<file path="config.mk">
export PLATFORM = sky130hd
export DESIGN_NAME = ewm_master
export DESIGN_NICKNAME = d
export VERILOG_FILES = /design/src/hw/ewm_pkg.sv /design/src/hw/ewm_stream_if.sv /design/src/hw/ewm_fifo.sv /design/src/hw/ewm_master.sv /design/src/hw/ewm_sync2.sv
export SDC_FILE = /design/constraint.sdc
export NUM_CORES = 1
export LEC_CHECK = 0
export ABC_CLOCK_PERIOD_IN_PS = 6900
export BUFFER_PORTS_ARGS = -buffer_cell sky130_fd_sc_hd__buf_2
export CORE_MARGIN = 10
export CORE_UTILIZATION = 55
export DETAILED_ROUTE_END_ITERATION = 12
export PLACE_DENSITY = 0.84
export SLEW_MARGIN = 10
export SYNTH_ARGS = -nofsm -noshare
export SYNTH_HDL_FRONTEND = slang
export SYNTH_SLANG_ARGS = --single-unit
</file>
<file path="constraint.sdc">
create_clock -name i_sys_clk -period 6.9 [get_ports i_sys_clk]
set_input_delay 0.345 -clock i_sys_clk [delete_from_list [all_inputs] [get_ports i_sys_clk]]
set_output_delay 0.345 -clock i_sys_clk [all_outputs]
set_load 0.01 [all_outputs]
</file>
<file path="src/hw/ewm_pkg.sv">
// shared constants, states and control record of the two-wire eeprom master
package ewm_pkg;
   localparam int CLK_HZ = 40000000;
   localparam int BUS_SLOW_HZ = 100000;
   localparam int BUS_FAST_HZ = 400000;
   // one bit time is four quarters; the division floors, so a quarter is never longer than nominal
   localparam int QTR_SLOW_INT = CLK_HZ / (4 * BUS_SLOW_HZ);
   localparam int QTR_FAST_INT = CLK_HZ / (4 * BUS_FAST_HZ);
   localparam logic [7:0] QTR_SLOW_MAX = 8'(QTR_SLOW_INT - 1);
   localparam logic [7:0] QTR_FAST_MAX = 8'(QTR_FAST_INT - 1);
   localparam int DIR_BIT = 0;
   localparam int SWR_BIT = 8;
   localparam int TX_WIDTH = 9;
   localparam int TX_DEPTH = 4;
   localparam logic [3:0] LAST_DATA_BIT = 4'h7;
   localparam logic [3:0] ACK_BIT = 4'h8;
   localparam logic [1:0] QTR_LAST = 2'h3;

   typedef enum logic [2:0] {
      ST_IDLE = 3'b000,
      ST_START = 3'b001,
      ST_BYTE = 3'b010,
      ST_HOLD = 3'b011,
      ST_STOP = 3'b100
   } ewm_state_t;

   typedef enum logic [1:0] {
      K_ADDR = 2'b00,
      K_WR = 2'b01,
      K_RD = 2'b10
   } ewm_kind_t;

   typedef struct packed {
      ewm_state_t state;
      ewm_kind_t kind;
      logic [1:0] qtr;
      logic [7:0] cnt;
      logic [3:0] bitn;
      logic [7:0] shreg;
      logic [7:0] tar;
      logic [7:0] rxdata;
      logic rd_dir;
      logic last;
      logic stop_after_write;
      logic ackbit;
      logic receive_full;
      logic transmit_empty;
      logic err;
      logic tx_ev;
      logic rx_ev;
      logic busy;
      logic scl_oe_n;
      logic sda_oe_n;
   } ewm_ctl_t;

   localparam ewm_ctl_t CTL_RESET = '{state: ST_IDLE, kind: K_ADDR, qtr: 2'h0, cnt: 8'h00,
      bitn: 4'h0, shreg: 8'h00, tar: 8'h00, rxdata: 8'h00, rd_dir: 1'b0, last: 1'b0,
      stop_after_write: 1'b0, ackbit: 1'b0, receive_full: 1'b0, transmit_empty: 1'b1, err: 1'b0, tx_ev: 1'b0, rx_ev: 1'b0,
      busy: 1'b0, scl_oe_n: 1'b1, sda_oe_n: 1'b1};
endpackage : ewm_pkg

</file>
<file path="src/hw/ewm_stream_if.sv">
// valid/ready byte stream between the master and its transmit fifo
`timescale 1ns/1ps
interface ewm_stream_if #(parameter int WIDTH = 9) ();
   logic valid;
   logic ready;
   logic [WIDTH-1:0] data;
   modport source (output valid, output data, input ready);
   modport sink (input valid, input data, output ready);
endinterface : ewm_stream_if

</file>
<file path="src/hw/ewm_fifo.sv">
// small transmit fifo with registered ready
`timescale 1ns/1ps
module ewm_fifo #(parameter int WIDTH = 9, parameter int DEPTH = 4) (
   input wire logic i_sys_clk,
   input wire logic i_rst_n,
   ewm_stream_if.sink s_in,
   ewm_stream_if.source s_out
);
   localparam int PW = $clog2(DEPTH);
   // pointers wrap naturally, so depth must be a power of two
   typedef struct packed {
      logic [DEPTH-1:0][WIDTH-1:0] mem;
      logic [PW-1:0] wptr;
      logic [PW-1:0] rptr;
      logic [PW:0] count;
      logic ready;
   } ewm_fifo_t;
   ewm_fifo_t f_reg, f_next;
   logic do_push;
   logic do_pop;

   always_comb begin
      f_next = f_reg;
      do_push = s_in.valid && f_reg.ready;
      do_pop = s_out.ready && (f_reg.count != '0);
      if (do_push) begin
         f_next.mem[f_reg.wptr] = s_in.data;
         f_next.wptr = f_reg.wptr + 1'b1;
      end
      if (do_pop) begin
         f_next.rptr = f_reg.rptr + 1'b1;
      end
      case ({do_push, do_pop})
         2'b10: f_next.count = f_reg.count + 1'b1;
         2'b01: f_next.count = f_reg.count - 1'b1;
         default: f_next.count = f_reg.count;
      endcase
      f_next.ready = (f_next.count < DEPTH);
   end

   always_ff @(posedge i_sys_clk or negedge i_rst_n) begin
      if (!i_rst_n) begin
         f_reg <= '{mem: '0, wptr: '0, rptr: '0, count: '0, ready: 1'b1};
      end else begin
         f_reg <= f_next;
      end
   end

   assign s_in.ready = f_reg.ready;
   assign s_out.valid = (f_reg.count != '0);
   assign s_out.data = f_reg.mem[f_reg.rptr];
endmodule : ewm_fifo

</file>
<file path="src/hw/ewm_master.sv">
// byte-level two-wire bus master for a serial eeprom
// Function
// - loading a byte into the transmit data register launches a transfer
// - a transfer begins with a start condition, then the target address byte
// - loading the transmit data register clears transmit_empty, meaning busy
// - after the byte is shifted out, transmit_empty sets if no byte is queued, and an event pulses
// - reads: address with direction 1, then a dummy byte; this clears receive_full
// - a received byte sets receive_full and pulses an event
// - reading the receive data register clears receive_full
// - stop_after_read at 1 gives a stop after the received byte
// - stop_after_read at 0 keeps the read open for more bytes
// - stop_after_write at 1 gives a stop after the transmitted byte
// - stop_after_write at 0 leaves the transfer open for the next byte
// - address bit zero picks direction: 0 write, 1 read
// - speed select: clear gives 100 kHz, set gives 400 kHz
// - no answer from target sets bus error; writing 1 clears it
`timescale 1ns/1ps
module ewm_master
   import ewm_pkg::*;
(
   input wire logic i_sys_clk,
   input wire logic i_rst_n,
   input wire logic i_addr_write,
   input wire logic [7:0] i_addr_data,
   input wire logic i_tx_write,
   input wire logic [7:0] i_tx_data,
   output logic o_tx_ready,
   input wire logic i_rx_read,
   output logic [7:0] o_receive_data,
   input wire logic i_stop_after_write,
   input wire logic i_stop_after_read,
   input wire logic i_speed_fast,
   input wire logic i_status_write,
   input wire logic i_status_err_wdata,
   output logic o_transmit_empty,
   output logic o_receive_full,
   output logic o_bus_error,
   output logic o_tx_event,
   output logic o_rx_event,
   output logic o_busy,
   input wire logic i_scl,
   output logic o_scl_out,
   output logic o_scl_oe_n,
   input wire logic i_sda,
   output logic o_sda_out,
   output logic o_sda_oe_n
);
   ewm_ctl_t r_reg, r_next;
   logic scl_s;
   logic sda_s;
   logic stretch;
   logic tick;
   logic ack_end;
   logic pop;
   logic err_set;

   ewm_stream_if #(.WIDTH(TX_WIDTH)) push_if ();
   ewm_stream_if #(.WIDTH(TX_WIDTH)) pop_if ();

   ewm_sync2 #(.WIDTH(2)) u_sync (
      .i_sys_clk(i_sys_clk),
      .i_rst_n(i_rst_n),
      .i_async({i_scl, i_sda}),
      .o_sync({scl_s, sda_s})
   );

   // the processor may queue bytes ahead; full fifo refuses writes via o_tx_ready
   ewm_fifo #(.WIDTH(TX_WIDTH), .DEPTH(TX_DEPTH)) u_fifo (
      .i_sys_clk(i_sys_clk),
      .i_rst_n(i_rst_n),
      .s_in(push_if.sink),
      .s_out(pop_if.source)
   );

   assign push_if.valid = i_tx_write;
   assign push_if.data = {i_stop_after_write, i_tx_data};
   assign pop_if.ready = pop;

   function automatic logic [7:0] quarter_max(input logic fast);
      return fast ? QTR_FAST_MAX : QTR_SLOW_MAX;
   endfunction : quarter_max

   function automatic logic is_rx(input ewm_kind_t kind);
      return kind == K_RD;
   endfunction : is_rx

   // a target holding scl low freezes the quarter count
   assign stretch = r_reg.scl_oe_n && !scl_s;
   assign tick = (r_reg.cnt == 8'h00) && !stretch;
   assign ack_end = (r_reg.state == ST_BYTE) && (r_reg.bitn == ACK_BIT) &&
      (r_reg.qtr == QTR_LAST) && tick;

   always_comb begin
      r_next = r_reg;
      r_next.tx_ev = 1'b0;
      r_next.rx_ev = 1'b0;
      pop = 1'b0;
      err_set = 1'b0;
      if (i_addr_write) begin
         r_next.tar = i_addr_data;
      end
      if (tick) begin
         r_next.cnt = quarter_max(i_speed_fast);
         r_next.qtr = r_reg.qtr + 2'h1;
      end else if (!stretch) begin
         r_next.cnt = r_reg.cnt - 8'h01;
      end
      case (r_reg.state)
         ST_IDLE: begin
            r_next.qtr = 2'h0;
            if (pop_if.valid) begin
               r_next.state = ST_START;
               r_next.cnt = quarter_max(i_speed_fast);
               r_next.kind = K_ADDR;
               r_next.shreg = r_reg.tar;
               r_next.bitn = 4'h0;
               r_next.busy = 1'b1;
               r_next.rd_dir = r_reg.tar[DIR_BIT];
               if (r_reg.tar[DIR_BIT]) begin
                  pop = 1'b1; // dummy byte only starts the read
                  r_next.receive_full = 1'b0;
               end
            end
         end
         ST_START: begin
            if (tick) begin
               case (r_reg.qtr)
                  2'h1: r_next.sda_oe_n = 1'b0;
                  2'h2: r_next.scl_oe_n = 1'b0;
                  2'h3: r_next.state = ST_BYTE;
                  default: r_next.sda_oe_n = 1'b1;
               endcase
            end
         end
         ST_BYTE: begin
            if (tick) begin
               case (r_reg.qtr)
                  2'h0: begin
                     if (r_reg.bitn == ACK_BIT) begin
                        r_next.sda_oe_n = is_rx(r_reg.kind) ? r_reg.last : 1'b1;
                     end else begin
                        r_next.sda_oe_n = is_rx(r_reg.kind) ? 1'b1 : r_reg.shreg[7];
                     end
                  end
                  2'h1: r_next.scl_oe_n = 1'b1;
                  2'h2: begin
                     if (r_reg.bitn == ACK_BIT) begin
                        r_next.ackbit = sda_s;
                     end else if (is_rx(r_reg.kind)) begin
                        r_next.shreg = {r_reg.shreg[6:0], sda_s};
                     end
                  end
                  default: begin
                     r_next.scl_oe_n = 1'b0;
                     if (r_reg.bitn != ACK_BIT) begin
                        r_next.bitn = r_reg.bitn + 4'h1;
                        if (!is_rx(r_reg.kind)) begin
                           r_next.shreg = {r_reg.shreg[6:0], 1'b0};
                        end else if (r_reg.bitn == LAST_DATA_BIT) begin
                           r_next.rxdata = r_reg.shreg;
                           r_next.receive_full = 1'b1;
                           r_next.rx_ev = 1'b1;
                           r_next.last = i_stop_after_read;
                        end
                     end else begin
                        r_next.bitn = 4'h0;
                        case (r_reg.kind)
                           K_ADDR: begin
                              if (r_reg.ackbit) begin
                                 err_set = 1'b1;
                                 r_next.state = ST_STOP;
                                 if (!r_reg.rd_dir) begin
                                    pop = 1'b1; // drop the byte so a dead target cannot hang us
                                    r_next.tx_ev = 1'b1;
                                 end
                              end else if (r_reg.rd_dir) begin
                                 r_next.kind = K_RD;
                                 r_next.transmit_empty = !pop_if.valid;
                              end else begin
                                 r_next.kind = K_WR;
                                 pop = 1'b1;
                                 r_next.shreg = pop_if.data[7:0];
                                 r_next.stop_after_write = pop_if.data[SWR_BIT];
                              end
                           end
                           K_WR: begin
                              r_next.tx_ev = 1'b1;
                              r_next.transmit_empty = !pop_if.valid;
                              if (r_reg.ackbit) begin
                                 err_set = 1'b1;
                                 r_next.state = ST_STOP;
                              end else begin
                                 r_next.state = r_reg.stop_after_write ? ST_STOP : ST_HOLD;
                              end
                           end
                           default: begin
                              r_next.state = r_reg.last ? ST_STOP : ST_HOLD;
                           end
                        endcase
                     end
                  end
               endcase
            end
         end
         ST_HOLD: begin
            r_next.qtr = 2'h0;
            r_next.cnt = quarter_max(i_speed_fast);
            if (r_reg.rd_dir) begin
               if (!r_reg.receive_full) begin
                  r_next.state = ST_BYTE;
               end
            end else if (pop_if.valid) begin
               pop = 1'b1;
               r_next.shreg = pop_if.data[7:0];
               r_next.stop_after_write = pop_if.data[SWR_BIT];
               r_next.state = ST_BYTE;
            end
         end
         ST_STOP: begin
            if (tick) begin
               case (r_reg.qtr)
                  2'h0: r_next.sda_oe_n = 1'b0;
                  2'h1: r_next.scl_oe_n = 1'b1;
                  2'h2: r_next.sda_oe_n = 1'b1;
                  default: begin
                     r_next.state = ST_IDLE;
                     r_next.busy = 1'b0;
                     r_next.transmit_empty = r_reg.transmit_empty || !pop_if.valid;
                  end
               endcase
            end
         end
         default: r_next.state = ST_IDLE;
      endcase
      if (err_set) begin
         r_next.err = 1'b1;
      end else if (i_status_write && i_status_err_wdata) begin
         r_next.err = 1'b0;
      end
      // a new byte arriving as the old one finishes keeps the block busy
      if (i_tx_write && push_if.ready) begin
         r_next.transmit_empty = 1'b0;
      end
      if (i_rx_read && !r_next.rx_ev) begin
         r_next.receive_full = 1'b0;
      end
   end

   always_ff @(posedge i_sys_clk or negedge i_rst_n) begin
      if (!i_rst_n) begin
         r_reg <= CTL_RESET;
      end else begin
         r_reg <= r_next;
      end
   end

   assign o_tx_ready = push_if.ready;
   assign o_receive_data = r_reg.rxdata;
   assign o_transmit_empty = r_reg.transmit_empty;
   assign o_receive_full = r_reg.receive_full;
   assign o_bus_error = r_reg.err;
   assign o_tx_event = r_reg.tx_ev;
   assign o_rx_event = r_reg.rx_ev;
   assign o_busy = r_reg.busy;
   // open drain: only ever pull low
   assign o_scl_out = 1'b0;
   assign o_sda_out = 1'b0;
   assign o_scl_oe_n = r_reg.scl_oe_n;
   assign o_sda_oe_n = r_reg.sda_oe_n;
endmodule : ewm_master

</file>
<file path="src/hw/ewm_sync2.sv">
// two-flop synchroniser for the bus pins
`timescale 1ns/1ps
module ewm_sync2 #(parameter int WIDTH = 2) (
   input wire logic i_sys_clk,
   input wire logic i_rst_n,
   input wire logic [WIDTH-1:0] i_async,
   output logic [WIDTH-1:0] o_sync
);
   typedef struct packed {
      logic [WIDTH-1:0] meta;
      logic [WIDTH-1:0] sync;
   } ewm_sync_t;
   ewm_sync_t s_reg, s_next;

   // idle bus lines are high, so reset to high avoids a false start
   always_comb begin
      s_next.meta = i_async;
      s_next.sync = s_reg.meta;
   end

   always_ff @(posedge i_sys_clk or negedge i_rst_n) begin
      if (!i_rst_n) begin
         s_reg <= '1;
      end else begin
         s_reg <= s_next;
      end
   end

   assign o_sync = s_reg.sync;
endmodule : ewm_sync2

</file>
### Word-level counts from Yosys, hierarchy flattened

Index checks and enable logic that the tools add are counted.

* flip-flop bits (word level): 103

* $add $sub $neg: 7
* reductions and logical operators: 44
* equal/unequal tests: 58
* order comparisons: 4
* bitwise logic cells: 1
* multiplexer cells: 117

Operators with widths (count)
* two-way mux 8 bit: 10
* two-way mux 1 bit: 51
* bitwise mux 36 bit: 1
* two-way mux 3 bit: 12
* != test 2 bit, second input constant: 16
* two-way mux 12 bit: 2
* case mux 8 bit (3 select lines): 1
* != test 3 x 2 -> 1 bit, second input constant: 7
* != test 3 bit, second input constant: 7
* AND reduction 7 bit: 3
* two-way mux 2 bit: 10
* two-way mux 20 bit: 1
* two-way mux 5 bit: 4
* case mux 10 bit (2 select lines): 1
* binary-select mux 9 bit (select 2 bit): 1
* demux 9 bit (select 2 bit): 1
* two-way mux 9 bit: 2
* case mux 1 bit (2 select lines): 9
* AND reduction 9 bit: 2
* nonzero test 3 bit: 6
* case mux 8 bit (2 select lines): 1
* case mux 3 bit (5 select lines): 1
* != test 3 x 1 -> 1 bit, second input constant: 4
* != test 4 x 3 -> 1 bit, second input constant: 3
* other kinds (42): 75

### Depth between registers and ports, before layout

* depth after elaboration: 11
* depth in mapped cells: 11
* gate-level depth less buffers: 11

### Cells and area by module

A second synthesis with hierarchy kept.

* cell total of the unflattened synthesis: 451
* area total of the unflattened synthesis: 5391.4 µm²

Modules (own cells, without submodules)
* ewm_master: sequential area each 1380.1 µm², times used 1, cells each 328, area an instance 3271.9 µm²
* ewm_fifo: sequential area each 1102.3 µm², times used 1, cells each 119, area an instance 2014.4 µm²
* ewm_sync2: sequential area each 105.1 µm², times used 1, cells each 4, area an instance 105.1 µm²

### Least setup slack after synthesis

OpenSTA, ideal clock, no wires.

* path kind: register -> register
* from: register r_reg[42] in the netlist's numbering
* to: register u_fifo.f_reg[2] in the netlist's numbering
* data required time: 6.775 ns
* setup slack: 4.455 ns
* stages on the path, launching flop included: 7
* period minus slack after synthesis: 2.445 ns
* arrival: 2.320 ns
* setup time: 0.125 ns
* path buffers: 0
* cell sequence: dfrtp_1 > nor4_4 > nand4_1 > o31ai_2 > ha_1 > fa_1 > mux2_2

* word-level cells in the longest chain between the ends: 7

Ends and longest elaborated chain
* start, declared: line ewm_master.sv:48 `ewm_ctl_t r_reg, r_next;`
* start signal, assigned: line ewm_master.sv:253 `r_reg <= r_next;`
* zero test 8 bit (*): line ewm_master.sv:89 `assign tick = (r_reg.cnt == 8'h00) && !stretch;`
* logical AND 1 bit (*): line ewm_master.sv:89
* two-way mux 1 bit (*): line ewm_master.sv:136 `if (tick) begin`
* case mux 1 bit (3 select lines) (*): line ewm_master.sv:108 `case (r_reg.state)`
* logical AND 1 bit (*): line ewm_fifo.sv:25 `do_pop = s_out.ready && (f_reg.count != '0);`
* named net u_fifo.do_pop: line ewm_fifo.sv:20 `logic do_pop;`
* == test 2 x 1 -> 1 bit or == test 2 bit (tied branches): line ewm_fifo.sv:33 `case ({do_push, do_pop})`
* case mux 3 bit (2 select lines) (*): line ewm_fifo.sv:33
* end signal, assigned: line ewm_fifo.sv:43 `f_reg <= '{mem: '0, wptr: '0, rptr: '0, count: '0, ready: 1'b1};`
* end signal, assigned: line ewm_fifo.sv:45 `f_reg <= f_next;`
* end, declared: line ewm_fifo.sv:18 `ewm_fifo_t f_reg, f_next;`

Mark *: on every way through the listed nets, which the timed path passes. The rest lies on a longest branch.
A chain may end at the register's enable or synchronous reset.

### Final worst setup path

Ends and elaborated chain as after synthesis.

==> parameters.txt <==
Parameter                              Value

Run status
  Outcome ... finished clean

Min path
  Path category of the worst min-delay check ... input port to register

Layout
  Post-synthesis to final-layout area growth ... 8.55%
  Max FFs per register ... 42
  Fraction of final layout cells with drive strength greater than 1 ... 31.8%
  Number of fillers in the final layout ... 707
  Number of inserted diodes ... 0
  Most frequent cells in the layout ... dfrtp_1 (95), mux2_2 (65), buf_2 (43), inv_1 (28), o21ai_0 (28)
  Final layout net count ... 528
  Leading cell type in the layout, fill and taps excluded ... dfrtp_1

Timing
  Final-report max-slew violation count ... 0
  Worst clock skew ... 9.72 ps
  Unrepaired setup endpoints after global routing ... false
  Smallest hold slack ... between 60 and 70 ps
  Actual transition at the worst max-transition pin ... 744 ps
  Final min period ... 2860 ps
  Max Fclk ... 350 MHz
  Crit path setup slack, layout ... between 4000 and 5000 ps
  Final-report setup violation count ... 0
  Final period util ... 41.4%
  Max-slew headroom ... 50.0%
  Endpoints failing hold ... 0
  Sum Neg Setup Slack ... 0 ps

Route
  Violation count after the first detailed-route iteration ... about 320
  WL per Instance ... approximately 19 um
  1st-pass router iterations ... 5
  Post-route DRC ... 0
  Sum of routed wire length over all layers ... 11500 um
  Via count ... 3698
  Via density ... slightly below 6
  Post-route ant nets ... 0

Logic synthesis
  Post-Syn Area ... 0.00532 sq mm
  Average size of a mapped cell ... 11.7 sq um
  Post-synthesis cell type with the largest combined area ... dfrtp_1
  Post-synthesis sequential area ratio ... 48.6%
  Yosys top cell area share ... 44.7%
  Post-synthesis cell type count ... between 60 and 70
  Most common flop cell mapped by yosys ... dfrtp_1
  Mapped Cells ... 455
  Fraction of registers with async set/reset ... 100%
  Yosys synthesis warning count ... 0
  Largest cells by area after synthesis ... dfrtp_1 (45%), mux2_2 (14%), dfstp_2 (3.9%)
  Flops & latches, synth ... 103
  EDFF count, synth ... 0

Clocking
  CTS max path bufs ... 2
  Total CTS buffers ... 9
  Clock latency on the worst-skew pair ... 370 ps
  Root Buffer Master ... clkbuf_8
  Number of clock sinks ... 103
  Number of levels the H-tree was split into ... 3
  CTS tree ... built
  Clk pin slew, worst setup/hold paths ... 100 ps

Global routing
  Overall fraction of global-route tracks in use ... 16.8%
  Overflow after GRT ... 0
  Number of global-route vias before repair ... 3829
  Global-route wire length before repair ... 19800 um
  Antenna violations before repair ... 0
  Pin count of the biggest net entering global routing ... 54

Power and ir drop
  Proportion of total power due to net switching ... 37.3%
  Share of total power in sequential cells ... a little over two fifths
  Final Total Pwr ... 2290 uW
  Worst vdd rail ir drop ... 228 uV
  Static Leak ... 0.00258 uW
  Power per unit of standard cell area ... 397 mW/mm^2
  Internal power ... 1440 uW
  Sw power ... 855 uW
  Clock share of power ... 17.8%
  Portion of total power attributed to combinational logic ... 38.2%

Critical path
  Crit-path leading delay family ... simple AND/OR/NAND/NOR gates
  CP Max Fanout ... 9
  Nature of the critical path endpoint ... register
  Cell with the biggest individual delay on the critical path ... o31ai_2
  Data arrival time of the critical path ... 3120 ps
  Data required, critical path ... 7160 ps
  Critical path class ... register to register
  Slowest cell delay on critical path ... 490 ps
  Type of origin of the critical path ... register
  Buffers and inverters on the worst path ... 0
  Sequence of cells on the critical path ... nor4_4, nand4_1, o31ai_2, ha_1, fa_1, mux2_2

Floorplanning
  Number of placement rows ... 35
  Effective utilization at floorplan ... 57.1%
  Placeable core region ... 0.00933 sq mm
  Die outline height ... 118 um
  Number of top-level pins ... 47
  Chip Width ... 118 um
  Die Footprint ... around 0.014 sq mm

Place
  IO buf count ... 44
  Routability congestion estimate from global placement ... 0.914
  Setup slack after placement ... 4090 ps
  Half-perimeter wire length after detailed placement ... 8310 um

Run
  Max-Cap Viols ... 0
## metal layers
layer  GRT usage [%]  part of all wire [%]  vias up
met5               0                     0        -
met2            27.3                    48      136
met4            4.12                   1.5        0
met1            22.4                    45     1851
li1                -                     -     1691
met3            3.66                   5.3       20
## area by class of cell
cell class | count | area, sq um | share of cell area (%)
Multi-Input combinational cell | 297 | 2460 | 42.5
Sequential cell | 103 | 2590 | 44.8
Clock inverter | 7 | 97.6 | 1.69
Clock buffer | 9 | 124 | 2.14
Tap cell | 129 | 161 | 2.79
Timing Repair Buffer | 47 | 248 | 4.29
Inverter | 28 | 105 | 1.82
## logic make-up after synthesis
family,Yosys count,synth area share (%)
other,1,0.0704
flip-flops,103,48.6
multiplexers,81,18.9
AO/OA/AOI/OAI,90,11.8
buffers and inverters,56,5.33
XOR/XNOR,12,1.97
adder cells (fa/ha/maj),14,3.43
AND/OR/NAND/NOR,98,9.85
## synthesized netlist by cell type (2+ instances only)
| cell type | count |
|---|---|
| mux2_2 | 65 |
| nand3b_1 | 2 |
| or3_1 | 2 |
| nand4_1 | 4 |
| buf_4 | 10 |
| xnor2_1 | 8 |
| o21a_1 | 4 |
| nor2_1 | 24 |
| nor3b_1 | 3 |
| a31oi_1 | 5 |
| inv_1 | 28 |
| nor4_1 | 2 |
| buf_6 | 2 |
| ha_1 | 13 |
| a22oi_1 | 9 |
| nand2b_1 | 3 |
| a32o_1 | 2 |
| xor2_1 | 4 |
| dfstp_2 | 8 |
| o21ai_0 | 28 |
| clkbuf_1 | 10 |
| mux2i_1 | 7 |
| o31ai_1 | 3 |
| buf_2 | 4 |
| nand3_1 | 11 |
| a32oi_1 | 2 |
| a21oi_1 | 14 |
| o211ai_1 | 3 |
| a22o_1 | 2 |
| nor4b_1 | 2 |
| nor3_1 | 4 |
| o22a_1 | 3 |
| mux4_2 | 8 |
| nand2_1 | 26 |
| o41ai_1 | 3 |
| nor2b_1 | 5 |
| dfrtp_1 | 95 |
## worst paths after layout
check                                 start               end  slack [ps]  cells past startpoint
setup reg to reg                  r_reg[42]   u_fifo.f_reg[2]        4040                      6
min in group asynchronous           i_rst_n         r_reg[37]         530                      2
hold / removal                        i_scl  u_sync.s_next[1]          70                      1
max in group asynchronous           i_rst_n  u_fifo.f_reg[13]        5270                      3
hold reg to reg            u_sync.s_next[1]  u_sync.o_sync[1]         360                      0
setup / recovery                  r_reg[42]   u_fifo.f_reg[2]        4040                      6
## what timing repair did
item	4_1_cts	5_1_grt
resized for setup	0	0
setup buffers	0	0
hold endpoints to repair	3	0
hold buffers	1	0
## power by group through the flow
| stage | logic (uW) | registers [uW] | clock network (uW) |
|---|---|---|---|
| after detailed placement | 865 | 1020 | 0 |
| after global routing | 966 | 1040 | 448 |
| after global placement | 826 | 1000 | 0 |
| after floorplan | 744 | 915 | 0 |
| final | 876 | 1010 | 409 |
| after CTS | 875 | 1010 | 421 |
## stage by stage
step	std cells	util [%]	cell area, sq um
final	620	62.0	5780
after global routing	620	62.0	5780
after CTS	620	62.0	5780
after detailed placement	603	59.5	5550
after global placement	603	59.5	5550
after floorplan	456	-	5330
No activity file was read; power rests on OpenSTA's default activity.
